### config.mk
export PLATFORM = sky130hd
export DESIGN_NAME = tss_setup_bank
export DESIGN_NICKNAME = d
export VERILOG_FILES = /design/src/design/tss_pkg.sv /design/src/design/tss_setup_bank.sv
export SDC_FILE = /design/constraint.sdc
export NUM_CORES = 1
export LEC_CHECK = 0
export BUFFER_PORTS_ARGS = -buffer_cell sky130_fd_sc_hd__buf_2
export CAP_MARGIN = 5
export CORE_MARGIN = 4
export CORE_UTILIZATION = 53
export DETAILED_ROUTE_END_ITERATION = 8
export HOLD_SLACK_MARGIN = 0.15
export PLACE_DENSITY = 0.85
export SLEW_MARGIN = 20
export SYNTH_ARGS = -nofsm -noshare
export SYNTH_HDL_FRONTEND = slang
export SYNTH_SLANG_ARGS = --single-unit
### constraint.sdc
create_clock -name aclk -period 4.2 [get_ports aclk]
set_input_delay 0.21 -clock aclk [delete_from_list [all_inputs] [get_ports aclk]]
set_output_delay 0.21 -clock aclk [all_outputs]
set_load 0.02 [all_outputs]
### src/design/tss_pkg.sv
// Package of constants and types for the temperature sensor setup register bank.
package tss_pkg;

   // ****************************************************************
   // Register indices; the byte address is four times the index.
   // ****************************************************************
   localparam logic [3:0] IDX_SENSOR_SETUP = 4'h1;
   localparam logic [3:0] IDX_UPPER_TRIP = 4'h2;
   localparam logic [3:0] IDX_LOWER_TRIP = 4'h3;
   localparam logic [3:0] IDX_CRIT_TRIP = 4'h4;
   localparam logic [3:0] IDX_AMBIENT = 4'h5;
   localparam logic [3:0] IDX_IRQ_STATUS = 4'h9;
   localparam logic [3:0] IDX_IRQ_MASK = 4'ha;
   localparam int ADDR_LSB = 2;
   localparam int ADDR_W = 6;

   // ****************************************************************
   // Field layout and reset values.
   // ****************************************************************
   localparam int NUM_LIMITS = 3;
   localparam int LIM_UPPER = 0;
   localparam int LIM_LOWER = 1;
   localparam int LIM_CRIT = 2;
   localparam logic [15:0] LIMIT_MASK = 16'h1ffc;
   localparam logic [15:0] SETUP_RESET = 16'h0000;
   localparam logic [15:0] LIMIT_RESET = 16'h0000;
   localparam logic [15:0] AMBIENT_RESET = 16'h0000;
   localparam int NUM_EVENTS = 3;
   localparam int EV_WARN_RISE = 0;
   localparam int EV_SAMPLE = 1;
   localparam int EV_LOCK_REFUSED = 2;
   localparam logic [2:0] IRQ_RESET = 3'h0;

   // ****************************************************************
   // Bus answers.
   // ****************************************************************
   localparam logic [1:0] RESP_OKAY = 2'h0;
   localparam logic [1:0] RESP_SLVERR = 2'h2;

   // ****************************************************************
   // Types.
   // ****************************************************************
   typedef struct packed {
      logic [4:0] unused;
      logic [1:0] boundary_hysteresis;
      logic low_power_halt;
      logic critical_limit_guard;
      logic window_limit_guard;
      logic event_flag_clear;
      logic warning_pin_state;
      logic warning_pin_enable;
      logic warning_source_select;
      logic warning_pin_polarity;
      logic warning_pin_style;
   } tss_setup_t;

   typedef struct packed {
      logic [15:0] upper_trip_limit;
      logic [15:0] lower_trip_limit;
      logic [15:0] critical_trip_limit;
   } tss_limits_t;

   typedef struct packed {
      logic valid;
      logic [15:0] data;
   } tss_sample_t;

   typedef enum logic [1:0] {
      WR_IDLE = 2'b00,
      WR_RESP = 2'b01
   } tss_wr_state_t;

endpackage : tss_pkg

### src/design/tss_setup_bank.sv
// Setup register bank of a temperature monitor with an AXI4-Lite slave port.
// Behaviour
// (RULE1) Sixteen-bit setup register; bits 15 to 11 read zero and ignore writes.
// (RULE2) Bits 10:9 pick boundary hysteresis; frozen while either guard bit is set.
// (RULE3) Hysteresis stays writable during low-power halt when neither guard is set.
// (RULE4) Bit 8 low_power_halt: 0 continuous conversion after reset, 1 halt.
// (RULE5) In halt no new samples are taken; ambient reading keeps last value.
// (RULE6) In halt every register read and write still completes normally.
// (RULE7) Setting halt is ignored while a guard is set; clearing it still works.
// (RULE8) Bit 7 guards the critical limit; bit 6 guards upper and lower limits.
// (RULE9) Guard bits, once set, stay set until reset.
// (RULE10) Bits 5:0 configure the warning pin; all setup bits reset to zero.
// (RULE11) Writing 1 to event_flag_clear releases a latched warning; reads back 0.
// (RULE12) In halt the clear strobe only acts on a pending latched warning.
// (RULE13) warning_pin_style 0 gives comparator output, 1 latched interrupt output.
// (RULE14) warning_pin_polarity 0 gives active-low open drain, 1 active-high.
// (RULE15) Guarded fields keep their value; unguarded bits of that write still update.
`timescale 1ns/1ps

module tss_setup_bank (
   input wire logic aclk,
   input wire logic aresetn,
   input wire logic [tss_pkg::ADDR_W-1:0] s_axi_awaddr,
   input wire logic [2:0] s_axi_awprot,
   input wire logic s_axi_awvalid,
   output logic s_axi_awready,
   input wire logic [31:0] s_axi_wdata,
   input wire logic [3:0] s_axi_wstrb,
   input wire logic s_axi_wvalid,
   output logic s_axi_wready,
   output logic [1:0] s_axi_bresp,
   output logic s_axi_bvalid,
   input wire logic s_axi_bready,
   input wire logic [tss_pkg::ADDR_W-1:0] s_axi_araddr,
   input wire logic [2:0] s_axi_arprot,
   input wire logic s_axi_arvalid,
   output logic s_axi_arready,
   output logic [31:0] s_axi_rdata,
   output logic [1:0] s_axi_rresp,
   output logic s_axi_rvalid,
   input wire logic s_axi_rready,
   input wire tss_pkg::tss_sample_t sample_in,
   input wire logic crit_trip,
   input wire logic window_trip,
   output tss_pkg::tss_limits_t trip_limits,
   output logic [1:0] boundary_hysteresis,
   output logic conversion_enable,
   output logic warning_pin_o,
   output logic warning_pin_oe,
   output logic irq
);
   import tss_pkg::*;

   // ****************************************************************
   // Storage.
   // ****************************************************************
   tss_setup_t setup;
   logic [15:0] limit [NUM_LIMITS];
   logic [15:0] ambient_reading;
   logic [NUM_EVENTS-1:0] irq_status;
   logic [NUM_EVENTS-1:0] irq_mask;
   logic warn_active;
   logic trip_prev;
   tss_wr_state_t wr_state;

   logic wr_fire;
   logic [3:0] wr_idx;
   logic [31:0] wr_merged;
   logic wr_mapped;
   logic rd_fire;
   logic [3:0] rd_idx;
   tss_setup_t next_setup;
   logic next_refused;
   logic clear_strobe;
   logic trip_raw;
   logic next_warn;
   logic [NUM_EVENTS-1:0] ev;
   logic [NUM_LIMITS-1:0] lim_refused;

   // ****************************************************************
   // Decoding.
   // ****************************************************************
   function automatic logic [3:0] reg_index(input logic [ADDR_W-1:0] addr);
      reg_index = addr[ADDR_W-1:ADDR_LSB];
   endfunction : reg_index

   function automatic logic is_mapped(input logic [3:0] idx);
      is_mapped = (idx == IDX_SENSOR_SETUP) || (idx == IDX_UPPER_TRIP) ||
                  (idx == IDX_LOWER_TRIP) || (idx == IDX_CRIT_TRIP) ||
                  (idx == IDX_AMBIENT) || (idx == IDX_IRQ_STATUS) ||
                  (idx == IDX_IRQ_MASK);
   endfunction : is_mapped

   function automatic logic [31:0] strobe_merge(input logic [31:0] old,
                                                input logic [31:0] wdata,
                                                input logic [3:0] strb);
      logic [31:0] r;
      r = old;
      for (int b = 0; b < 4; b++) begin
         if (strb[b]) begin
            r[b*8 +: 8] = wdata[b*8 +: 8];
         end
      end
      strobe_merge = r;
   endfunction : strobe_merge

   // ****************************************************************
   // Write channel: address and data are taken together in one beat.
   // ****************************************************************
   assign wr_fire = s_axi_awvalid && s_axi_wvalid && (wr_state == WR_IDLE) &&
                    !s_axi_awready;
   assign wr_idx = reg_index(s_axi_awaddr);
   assign wr_mapped = is_mapped(wr_idx);

   always_ff @(posedge aclk) begin
      if (!aresetn) begin
         wr_state <= WR_IDLE;
         s_axi_awready <= 1'b0;
         s_axi_wready <= 1'b0;
         s_axi_bvalid <= 1'b0;
         s_axi_bresp <= RESP_OKAY;
      end else begin
         s_axi_awready <= wr_fire;
         s_axi_wready <= wr_fire;
         case (wr_state)
            WR_IDLE: begin
               if (wr_fire) begin
                  wr_state <= WR_RESP;
                  s_axi_bvalid <= 1'b1;
                  s_axi_bresp <= wr_mapped ? RESP_OKAY : RESP_SLVERR; // see (RULE6)
               end
            end
            WR_RESP: begin
               if (s_axi_bready) begin
                  wr_state <= WR_IDLE;
                  s_axi_bvalid <= 1'b0;
               end
            end
            default: begin
               wr_state <= WR_IDLE;
               s_axi_bvalid <= 1'b0;
            end
         endcase
      end
   end

   // ****************************************************************
   // Setup register write filter.
   // ****************************************************************
   always_comb begin
      tss_setup_t v;
      logic locked;
      v = tss_setup_t'(16'h0000);
      locked = setup.critical_limit_guard || setup.window_limit_guard;
      wr_merged = strobe_merge({16'h0000, setup}, s_axi_wdata, s_axi_wstrb);
      v = tss_setup_t'(wr_merged[15:0]);
      next_setup = setup;
      next_refused = 1'b0;
      clear_strobe = 1'b0;
      if (wr_fire && (wr_idx == IDX_SENSOR_SETUP)) begin
         if (!locked) begin
            next_setup.boundary_hysteresis = v.boundary_hysteresis; // see (RULE2) (RULE3)
            next_setup.warning_pin_enable = v.warning_pin_enable;
            next_setup.warning_pin_polarity = v.warning_pin_polarity;
         end else if ((v.boundary_hysteresis != setup.boundary_hysteresis) ||
                      (v.warning_pin_enable != setup.warning_pin_enable) ||
                      (v.warning_pin_polarity != setup.warning_pin_polarity)) begin
            next_refused = 1'b1; // see (RULE15)
         end
         if (!v.low_power_halt) begin
            next_setup.low_power_halt = 1'b0; // see (RULE7)
         end else if (!locked) begin
            next_setup.low_power_halt = 1'b1; // see (RULE4)
         end else if (!setup.low_power_halt) begin
            next_refused = 1'b1; // see (RULE7)
         end
         if (!setup.window_limit_guard) begin
            next_setup.warning_source_select = v.warning_source_select;
         end else if (v.warning_source_select != setup.warning_source_select) begin
            next_refused = 1'b1; // see (RULE15)
         end
         // Guards can only be raised here; only reset lowers them.
         next_setup.critical_limit_guard = setup.critical_limit_guard |
                                           v.critical_limit_guard; // see (RULE9)
         next_setup.window_limit_guard = setup.window_limit_guard |
                                         v.window_limit_guard; // see (RULE9)
         next_setup.warning_pin_style = v.warning_pin_style; // see (RULE13)
         clear_strobe = v.event_flag_clear && s_axi_wstrb[0] &&
                        (!setup.low_power_halt || warn_active); // see (RULE12)
      end
      next_setup.unused = 5'h00; // see (RULE1)
      next_setup.event_flag_clear = 1'b0; // see (RULE11)
      next_setup.warning_pin_state = next_warn;
   end

   always_ff @(posedge aclk) begin
      if (!aresetn) begin
         setup <= tss_setup_t'(SETUP_RESET); // see (RULE10)
      end else begin
         setup <= next_setup;
      end
   end

   // ****************************************************************
   // Trip limits, each guarded by its lock bit.
   // ****************************************************************
   genvar gi;
   generate
      for (gi = 0; gi < NUM_LIMITS; gi++) begin : g_limit
         localparam logic [3:0] MY_IDX = IDX_UPPER_TRIP + 4'(gi);
         logic guard;
         logic [31:0] merged;
         assign guard = (gi == LIM_CRIT) ? setup.critical_limit_guard :
                                           setup.window_limit_guard; // see (RULE8)
         assign merged = strobe_merge({16'h0000, limit[gi]}, s_axi_wdata, s_axi_wstrb);
         assign lim_refused[gi] = wr_fire && (wr_idx == MY_IDX) && guard;
         always_ff @(posedge aclk) begin
            if (!aresetn) begin
               limit[gi] <= LIMIT_RESET;
            end else if (wr_fire && (wr_idx == MY_IDX) && !guard) begin
               limit[gi] <= merged[15:0] & LIMIT_MASK; // see (RULE8)
            end
         end
      end
   endgenerate

   assign trip_limits.upper_trip_limit = limit[LIM_UPPER];
   assign trip_limits.lower_trip_limit = limit[LIM_LOWER];
   assign trip_limits.critical_trip_limit = limit[LIM_CRIT];

   // ****************************************************************
   // Conversion capture.
   // ****************************************************************
   // Samples arriving during halt are dropped, so the reading stays frozen.
   always_ff @(posedge aclk) begin
      if (!aresetn) begin
         ambient_reading <= AMBIENT_RESET;
      end else if (sample_in.valid && !setup.low_power_halt) begin
         ambient_reading <= sample_in.data; // see (RULE5)
      end
   end

   always_ff @(posedge aclk) begin
      if (!aresetn) begin
         conversion_enable <= 1'b0;
         boundary_hysteresis <= 2'h0;
      end else begin
         conversion_enable <= !next_setup.low_power_halt; // see (RULE5)
         boundary_hysteresis <= next_setup.boundary_hysteresis; // see (RULE2)
      end
   end

   // ****************************************************************
   // Warning output.
   // ****************************************************************
   assign trip_raw = setup.warning_pin_enable &&
                     (crit_trip || (!setup.warning_source_select && window_trip));

   always_comb begin
      next_warn = warn_active;
      if (setup.low_power_halt) begin
         // The warning state is frozen in halt; only a latched warning may be released.
         if (clear_strobe && setup.warning_pin_style) begin
            next_warn = 1'b0; // see (RULE12)
         end
      end else if (!setup.warning_pin_style) begin
         next_warn = trip_raw; // see (RULE13)
      end else if (trip_raw && !trip_prev) begin
         next_warn = 1'b1; // see (RULE13)
      end else if (clear_strobe) begin
         next_warn = 1'b0; // see (RULE11)
      end
   end

   always_ff @(posedge aclk) begin
      if (!aresetn) begin
         warn_active <= 1'b0;
         trip_prev <= 1'b0;
         warning_pin_o <= 1'b0;
         warning_pin_oe <= 1'b0;
      end else begin
         warn_active <= next_warn;
         trip_prev <= setup.low_power_halt ? trip_prev : trip_raw;
         // Active-low drives only while asserted and relies on an external pull-up.
         warning_pin_o <= next_setup.warning_pin_polarity & next_warn; // see (RULE14)
         warning_pin_oe <= next_setup.warning_pin_polarity | next_warn; // see (RULE14)
      end
   end

   // ****************************************************************
   // Interrupt status and mask.
   // ****************************************************************
   always_comb begin
      ev = '0;
      ev[EV_WARN_RISE] = next_warn && !warn_active;
      ev[EV_SAMPLE] = sample_in.valid && !setup.low_power_halt;
      ev[EV_LOCK_REFUSED] = next_refused || (|lim_refused);
   end

   // A new event wins over a write-one-to-clear in the same cycle.
   always_ff @(posedge aclk) begin
      if (!aresetn) begin
         irq_status <= IRQ_RESET;
      end else if (wr_fire && (wr_idx == IDX_IRQ_STATUS)) begin
         irq_status <= (irq_status & ~(s_axi_wdata[NUM_EVENTS-1:0] &
                       {NUM_EVENTS{s_axi_wstrb[0]}})) | ev;
      end else begin
         irq_status <= irq_status | ev;
      end
   end

   always_ff @(posedge aclk) begin
      if (!aresetn) begin
         irq_mask <= IRQ_RESET;
      end else if (wr_fire && (wr_idx == IDX_IRQ_MASK) && s_axi_wstrb[0]) begin
         irq_mask <= s_axi_wdata[NUM_EVENTS-1:0];
      end
   end

   always_ff @(posedge aclk) begin
      if (!aresetn) begin
         irq <= 1'b0;
      end else begin
         irq <= |(irq_status & irq_mask);
      end
   end

   // ****************************************************************
   // Read channel.
   // ****************************************************************
   assign rd_fire = s_axi_arvalid && !s_axi_arready && !s_axi_rvalid;
   assign rd_idx = reg_index(s_axi_araddr);

   always_ff @(posedge aclk) begin
      if (!aresetn) begin
         s_axi_arready <= 1'b0;
         s_axi_rvalid <= 1'b0;
         s_axi_rdata <= 32'h0000_0000;
         s_axi_rresp <= RESP_OKAY;
      end else begin
         s_axi_arready <= rd_fire;
         if (rd_fire) begin
            s_axi_rvalid <= 1'b1;
            s_axi_rresp <= is_mapped(rd_idx) ? RESP_OKAY : RESP_SLVERR; // see (RULE6)
            case (rd_idx)
               IDX_SENSOR_SETUP: s_axi_rdata <= {16'h0000, setup}; // see (RULE1)
               IDX_UPPER_TRIP: s_axi_rdata <= {16'h0000, limit[LIM_UPPER]};
               IDX_LOWER_TRIP: s_axi_rdata <= {16'h0000, limit[LIM_LOWER]};
               IDX_CRIT_TRIP: s_axi_rdata <= {16'h0000, limit[LIM_CRIT]};
               IDX_AMBIENT: s_axi_rdata <= {16'h0000, ambient_reading};
               IDX_IRQ_STATUS: s_axi_rdata <= {29'h000_0000, irq_status};
               IDX_IRQ_MASK: s_axi_rdata <= {29'h000_0000, irq_mask};
               default: s_axi_rdata <= 32'h0000_0000;
            endcase
         end else if (s_axi_rvalid && s_axi_rready) begin
            s_axi_rvalid <= 1'b0;
         end
      end
   end

endmodule : tss_setup_bank

==> Word-level counts from Yosys, hierarchy flattened <==
Memory sizes are Yosys's and may differ from the RTL's.
Cells that the tools add are included.
{ "totals": {"register_bits": 80, "ram_bits": 33, "in_bits": 80, "elab_cells": 180, "mem_count": 1} }
{ "classes": {"eq_ne": 21, "mux": 53, "bitwise": 15, "n_reduce_logical": 64} }
{ "mem_list": {"columns": ["name", "depth", "word_bits", "rd", "rd_clocked_by_memory_dff", "wr", "line_no", "rtl"], "rows": [
  ["limit", 3, 11, 3, 0, 3, "tss_setup_bank.sv:58", "logic [15:0] limit [NUM_LIMITS];"]
]} }
{ "ops": {"columns": ["cell", "n"], "rows": [
  ["$pmux 16 s7", 1],
  ["$mux 11", 3],
  ["$mux 8", 4],
  ["$mux 1", 31],
  ["$logic_and 1x1->1", 27],
  ["$mux 5", 4],
  ["$logic_or 1x1->1", 18],
  ["$eq 4x2->1 const B", 4],
  ["$eq 4x3->1 const B", 4],
  ["$eq 4x4->1 const B", 4],
  ["$mux 2", 6],
  ["$logic_not 1->1", 10],
  ["$reduce_and 2->1", 5],
  ["$and 3x3->3", 3],
  ["$eq 4x1->1 const B", 2],
  ["$mux 3", 2],
  ["$or 1x1->1", 6],
  ["$or 3x3->3", 2],
  ["$reduce_or 3->1", 2],
  ["$ne 2x2->1 const B", 2],
  ["$pmux 2 s2", 1],
  ["$ne 1x1->1", 3],
  ["$not 3->3", 1],
  ["$eq 2x1->1 const B", 1],
  ["other kinds (6)", 7]
]} }

==> Longest topological paths before layout <==
{ "logic_depth": {"depth_word": 15, "ltp_mapped": 6, "depth_no_buf": 4} }

==> Least setup slack after synthesis <==
OpenSTA, ideal clock, no wires.
{ "synth_timing": {"path_kind": "input port to flip-flop", "startpoint": "input s_axi_awaddr[2] (netlist name)", "endpoint": "memory limit[2][0] (netlist name), enable pin", "setup_ns": 0.377, "t_arrival_ns": 1.553, "t_required_ns": 3.823, "slack_ns": 2.270, "stages": 3, "path_cell_list": "buf_4 -> or4b_2 -> o21ai_0"} }
{ "synth_lines": {"columns": ["item", "line_no", "rtl"], "rows": [
  ["start: declaration", "tss_setup_bank.sv:23", "input wire logic [tss_pkg::ADDR_W-1:0] s_axi_awaddr,"],
  ["end: declaration", "tss_setup_bank.sv:58", null]
]} }

==> flow_metrics.env <==
export IMPL_outcome="complete, no violations"
export IMPL_rsz0062_at_grt="false"
export IMPL_post_route_period_util=0.630
export IMPL_grt_pass1_wl_um=17800
export IMPL_synth_top_cells_by_count="dfxtp_1 (59), nand2_1 (53), and2_1 (41)"
export IMPL_synth_most_common_cell="dfxtp_1"
export IMPL_start_util=0.547
export IMPL_dp_hpwl_um=8550
export IMPL_power_leakage_nw=2.24
export IMPL_gp_congestion=0.920
export IMPL_post_cts_resized=0
export IMPL_synth_area_leaders="dfxtp_1 (26%), edfxtp_1 (22%), buf_4 (6.1%), and2_1 (5.7%), mux2i_1 (5.3%)"
export IMPL_io_buffers=110
export IMPL_die_x_um=100
export IMPL_worst_ep_arrival_time_ps=2680
export IMPL_via_per_inst=5.45
export IMPL_endpoint_kind="register"
export IMPL_switching_share=0.269
export IMPL_fill_cells=676
export IMPL_clk_path_buf_depth=2
export IMPL_drive_gt1_frac=0.241
export IMPL_wl_per_cell_um=16.4
export IMPL_antenna_found_initial=0
export IMPL_seq_area_um2=2170
export IMPL_synth_edf_count=33
export IMPL_finish_utilization=0.648
export IMPL_cts_htree_levels=3
export IMPL_yosysTopAreaCell="dfxtp_1"
export IMPL_fin_nets=661
export IMPL_die_y_um=100
export IMPL_diodes=0
export IMPL_syn_inst=470
export IMPL_drtAntennaViolNets=0
export IMPL_worstPathMaxFanout=13
export IMPL_post_synth_cell_area_avg_um2=9.61
export IMPL_ios=175
export IMPL_vias=3764
export IMPL_grt_overflow_total=0
export IMPL_core_um2=8260
export IMPL_maxSlewViolCount=0
export IMPL_power_density_nw_per_um2=333
export IMPL_grt_pass1_vias=3669
export IMPL_drc=0
export IMPL_intPower_w=0.00130
export IMPL_cp_required_ps=4230
export IMPL_seqPwrFrac=0.543
export IMPL_hold_buffers=21
export IMPL_synth_seq_area_share=0.481
export IMPL_skew_ps=5.62
export IMPL_drt_iter0_drc=164
export IMPL_synth_cell_type_count=58
export IMPL_fmax_mhz=378
export IMPL_ir_drop_mv=0.169
export IMPL_p_comb_frac=0.130
export IMPL_dieArea_um2=10100
export IMPL_tightest_slew_ps=926
export IMPL_min_path_type="in -> reg"
export IMPL_syn_area_um2=4520
export IMPL_yosys_warnings=0
export IMPL_path_clk_slew_ps=90
export IMPL_clk_latency_ps=350
export IMPL_post_cts_buffers=0
export IMPL_clkPwrFrac=0.327
export IMPL_first_pass_iters=4
export IMPL_cts_root_buffer="clkbuf_8"
export IMPL_synth_top_cell_area_share=0.261
export IMPL_grt_max_degree=56
export IMPL_cap_violations=0
export IMPL_ys_ff_latch=92
export IMPL_wl_um=11400
export IMPL_switchingPower_w=0.000479
export IMPL_synth_top_flop_cell="dfxtp_1"
export IMPL_async_reset_ff_frac=0
export IMPL_cts_tree="done"
export IMPL_path_class="reg -> reg"
export IMPL_start_kind="register"
export IMPL_cts_sinks=92
export IMPL_multi_input_area_um2=2050
export IMPL_placementRows=33
export IMPL_final_hold_viol_count=0
export IMPL_finalSetupTns_ps=0
export IMPL_setup_viol=0
export IMPL_period_needed_ps=2650
export IMPL_numCtsBuffers=9
export IMPL_area_growth_syn_to_layout_pct=18.5
export IMPL_grt_util_all_layers=0.223
export IMPL_slew_headroom=0.374
-- per-stage QoR --
| step | std cells | power [W] | instance area (µm²) | hold slack, ps | setup WS, ps |
|---|---|---|---|---|---|
| 6_report | 691 | 0.00178 | 5350 | 168 | 1550 |
| 2_1_floorplan | 502 | 0.00115 | 4640 | 346 | 2270 |
| 3_5_place_dp | 654 | 0.00120 | 4950 | 446 | 1570 |
| 5_1_grt | 691 | 0.00185 | 5350 | 158 | 1370 |
| 3_3_place_gp | 654 | 0.00120 | 4950 | 437 | 1660 |
| 4_1_cts | 691 | 0.00178 | 5350 | 161 | 1550 |
-- area by class of cell --
cell class                 instances  area share
sequential                        92       0.406
multi-input combinational        336       0.382
timing repair buffer             133       0.145
tap                              105      0.0245
clock buffer                      10      0.0238
clock inverter                     6      0.0122
inverter                           9     0.00631
-- path summary, 6_finish.rpt --
path	cells past startpoint	startpoint	to	slack (ps)
worst max register to register	4	s_axi_wready$_SDFF_PN0_	limit[1][5]$_SDFFCE_PN0P_	1550
worst min register to register	2	s_axi_rdata[3]$_SDFFE_PN0P_	s_axi_rdata[3]$_SDFFE_PN0P_	450
worst min-delay path	3	s_axi_wdata[9]	boundary_hysteresis[0]$_SDFFE_PN0P_	170
worst max-delay path	4	s_axi_wready$_SDFF_PN0_	limit[1][5]$_SDFFCE_PN0P_	1550
-- critical path: stages (launching register included) --
cell and delay, ps:
dfxtp_1 330, nand4bb_1 540, or2_2 520, nor3_1 550, nand2b_1 380
-- state kept, by name, indices dropped and copies added, names as in the netlist --
name and count:
irq_mask 3, conversion_enable 1, s_axi_arready 1, s_axi_rvalid 1
s_axi_wready 1, trip_prev 1, g_limit.guard 2, warn_active 1
warning_pin_oe 1, boundary_hysteresis 2, s_axi_rresp 1, s_axi_bvalid 1
irq 1, s_axi_bresp 1, ambient_reading 16, s_axi_rdata 16
limit 33, setup 5, irq_status 3, warning_pin_o 1
-- routing by layer --
metal,vias up,global-route usage,part of all wire
li1,1822,-,-
met1,1762,0.281,0.41
met2,159,0.387,0.49
met3,21,0.0396,0.074
met4,0,0.0715,0.020
met5,-,0,0
-- power groups by stage --
| stage | clock (W) | sequential (W) | combinational [W] |
|---|---|---|---|
| after floorplan | 0 | 0.00101 | 0.000145 |
| after global placement | 0 | 0.000986 | 0.000210 |
| after detailed placement | 0 | 0.000987 | 0.000215 |
| after CTS | 0.000586 | 0.000967 | 0.000230 |
| after global routing | 0.000623 | 0.000970 | 0.000253 |
| final | 0.000582 | 0.000967 | 0.000232 |
-- layout by cell type, fill, tap and decap left out, types with 3 or more instances in the layout --
master         Yosys  layout
mux2i_1           24      24
and2_1            41      41
clkbuf_8           0       9
o21ai_0            8       8
o2bb2ai_1          3       3
a21oi_1           35      35
o211ai_1           8       8
a211oi_1           4       4
conb_1             1      33
o22ai_1            5       5
or3b_2             4       4
buf_2              4     110
a32o_1             3       3
a22oi_1            3       3
edfxtp_1          33      33
dfxtp_1           59      59
nor2b_1           10       9
a221oi_1           5       5
nor4_1             4       4
nor3b_1            4       4
nor3_1             6       6
o31ai_1            5       5
nand2_1           53      53
nand4bb_1          5       5
xor2_1             3       3
dlygate4sd3_1      0      21
nand2b_1           6       6
nor2_1            24      24
nand3_1            5       5
inv_1              9       9
clkinvlp_4         0       3
-- kinds of logic (layout without fill, tap and decap cells) --
family / count (synthesis) / after routing / share of synthesized area
simple gates: 184 / 184 / 0.232
mux: 24 / 24 / 0.0532
flops: 92 / 92 / 0.481
other cells: 1 / 33 / 0.000830
compound gates: 92 / 92 / 0.134
xor+xnor: 3 / 3 / 0.00582
buf+inv: 74 / 158 / 0.0933
Power figures use the tool's default switching activity.
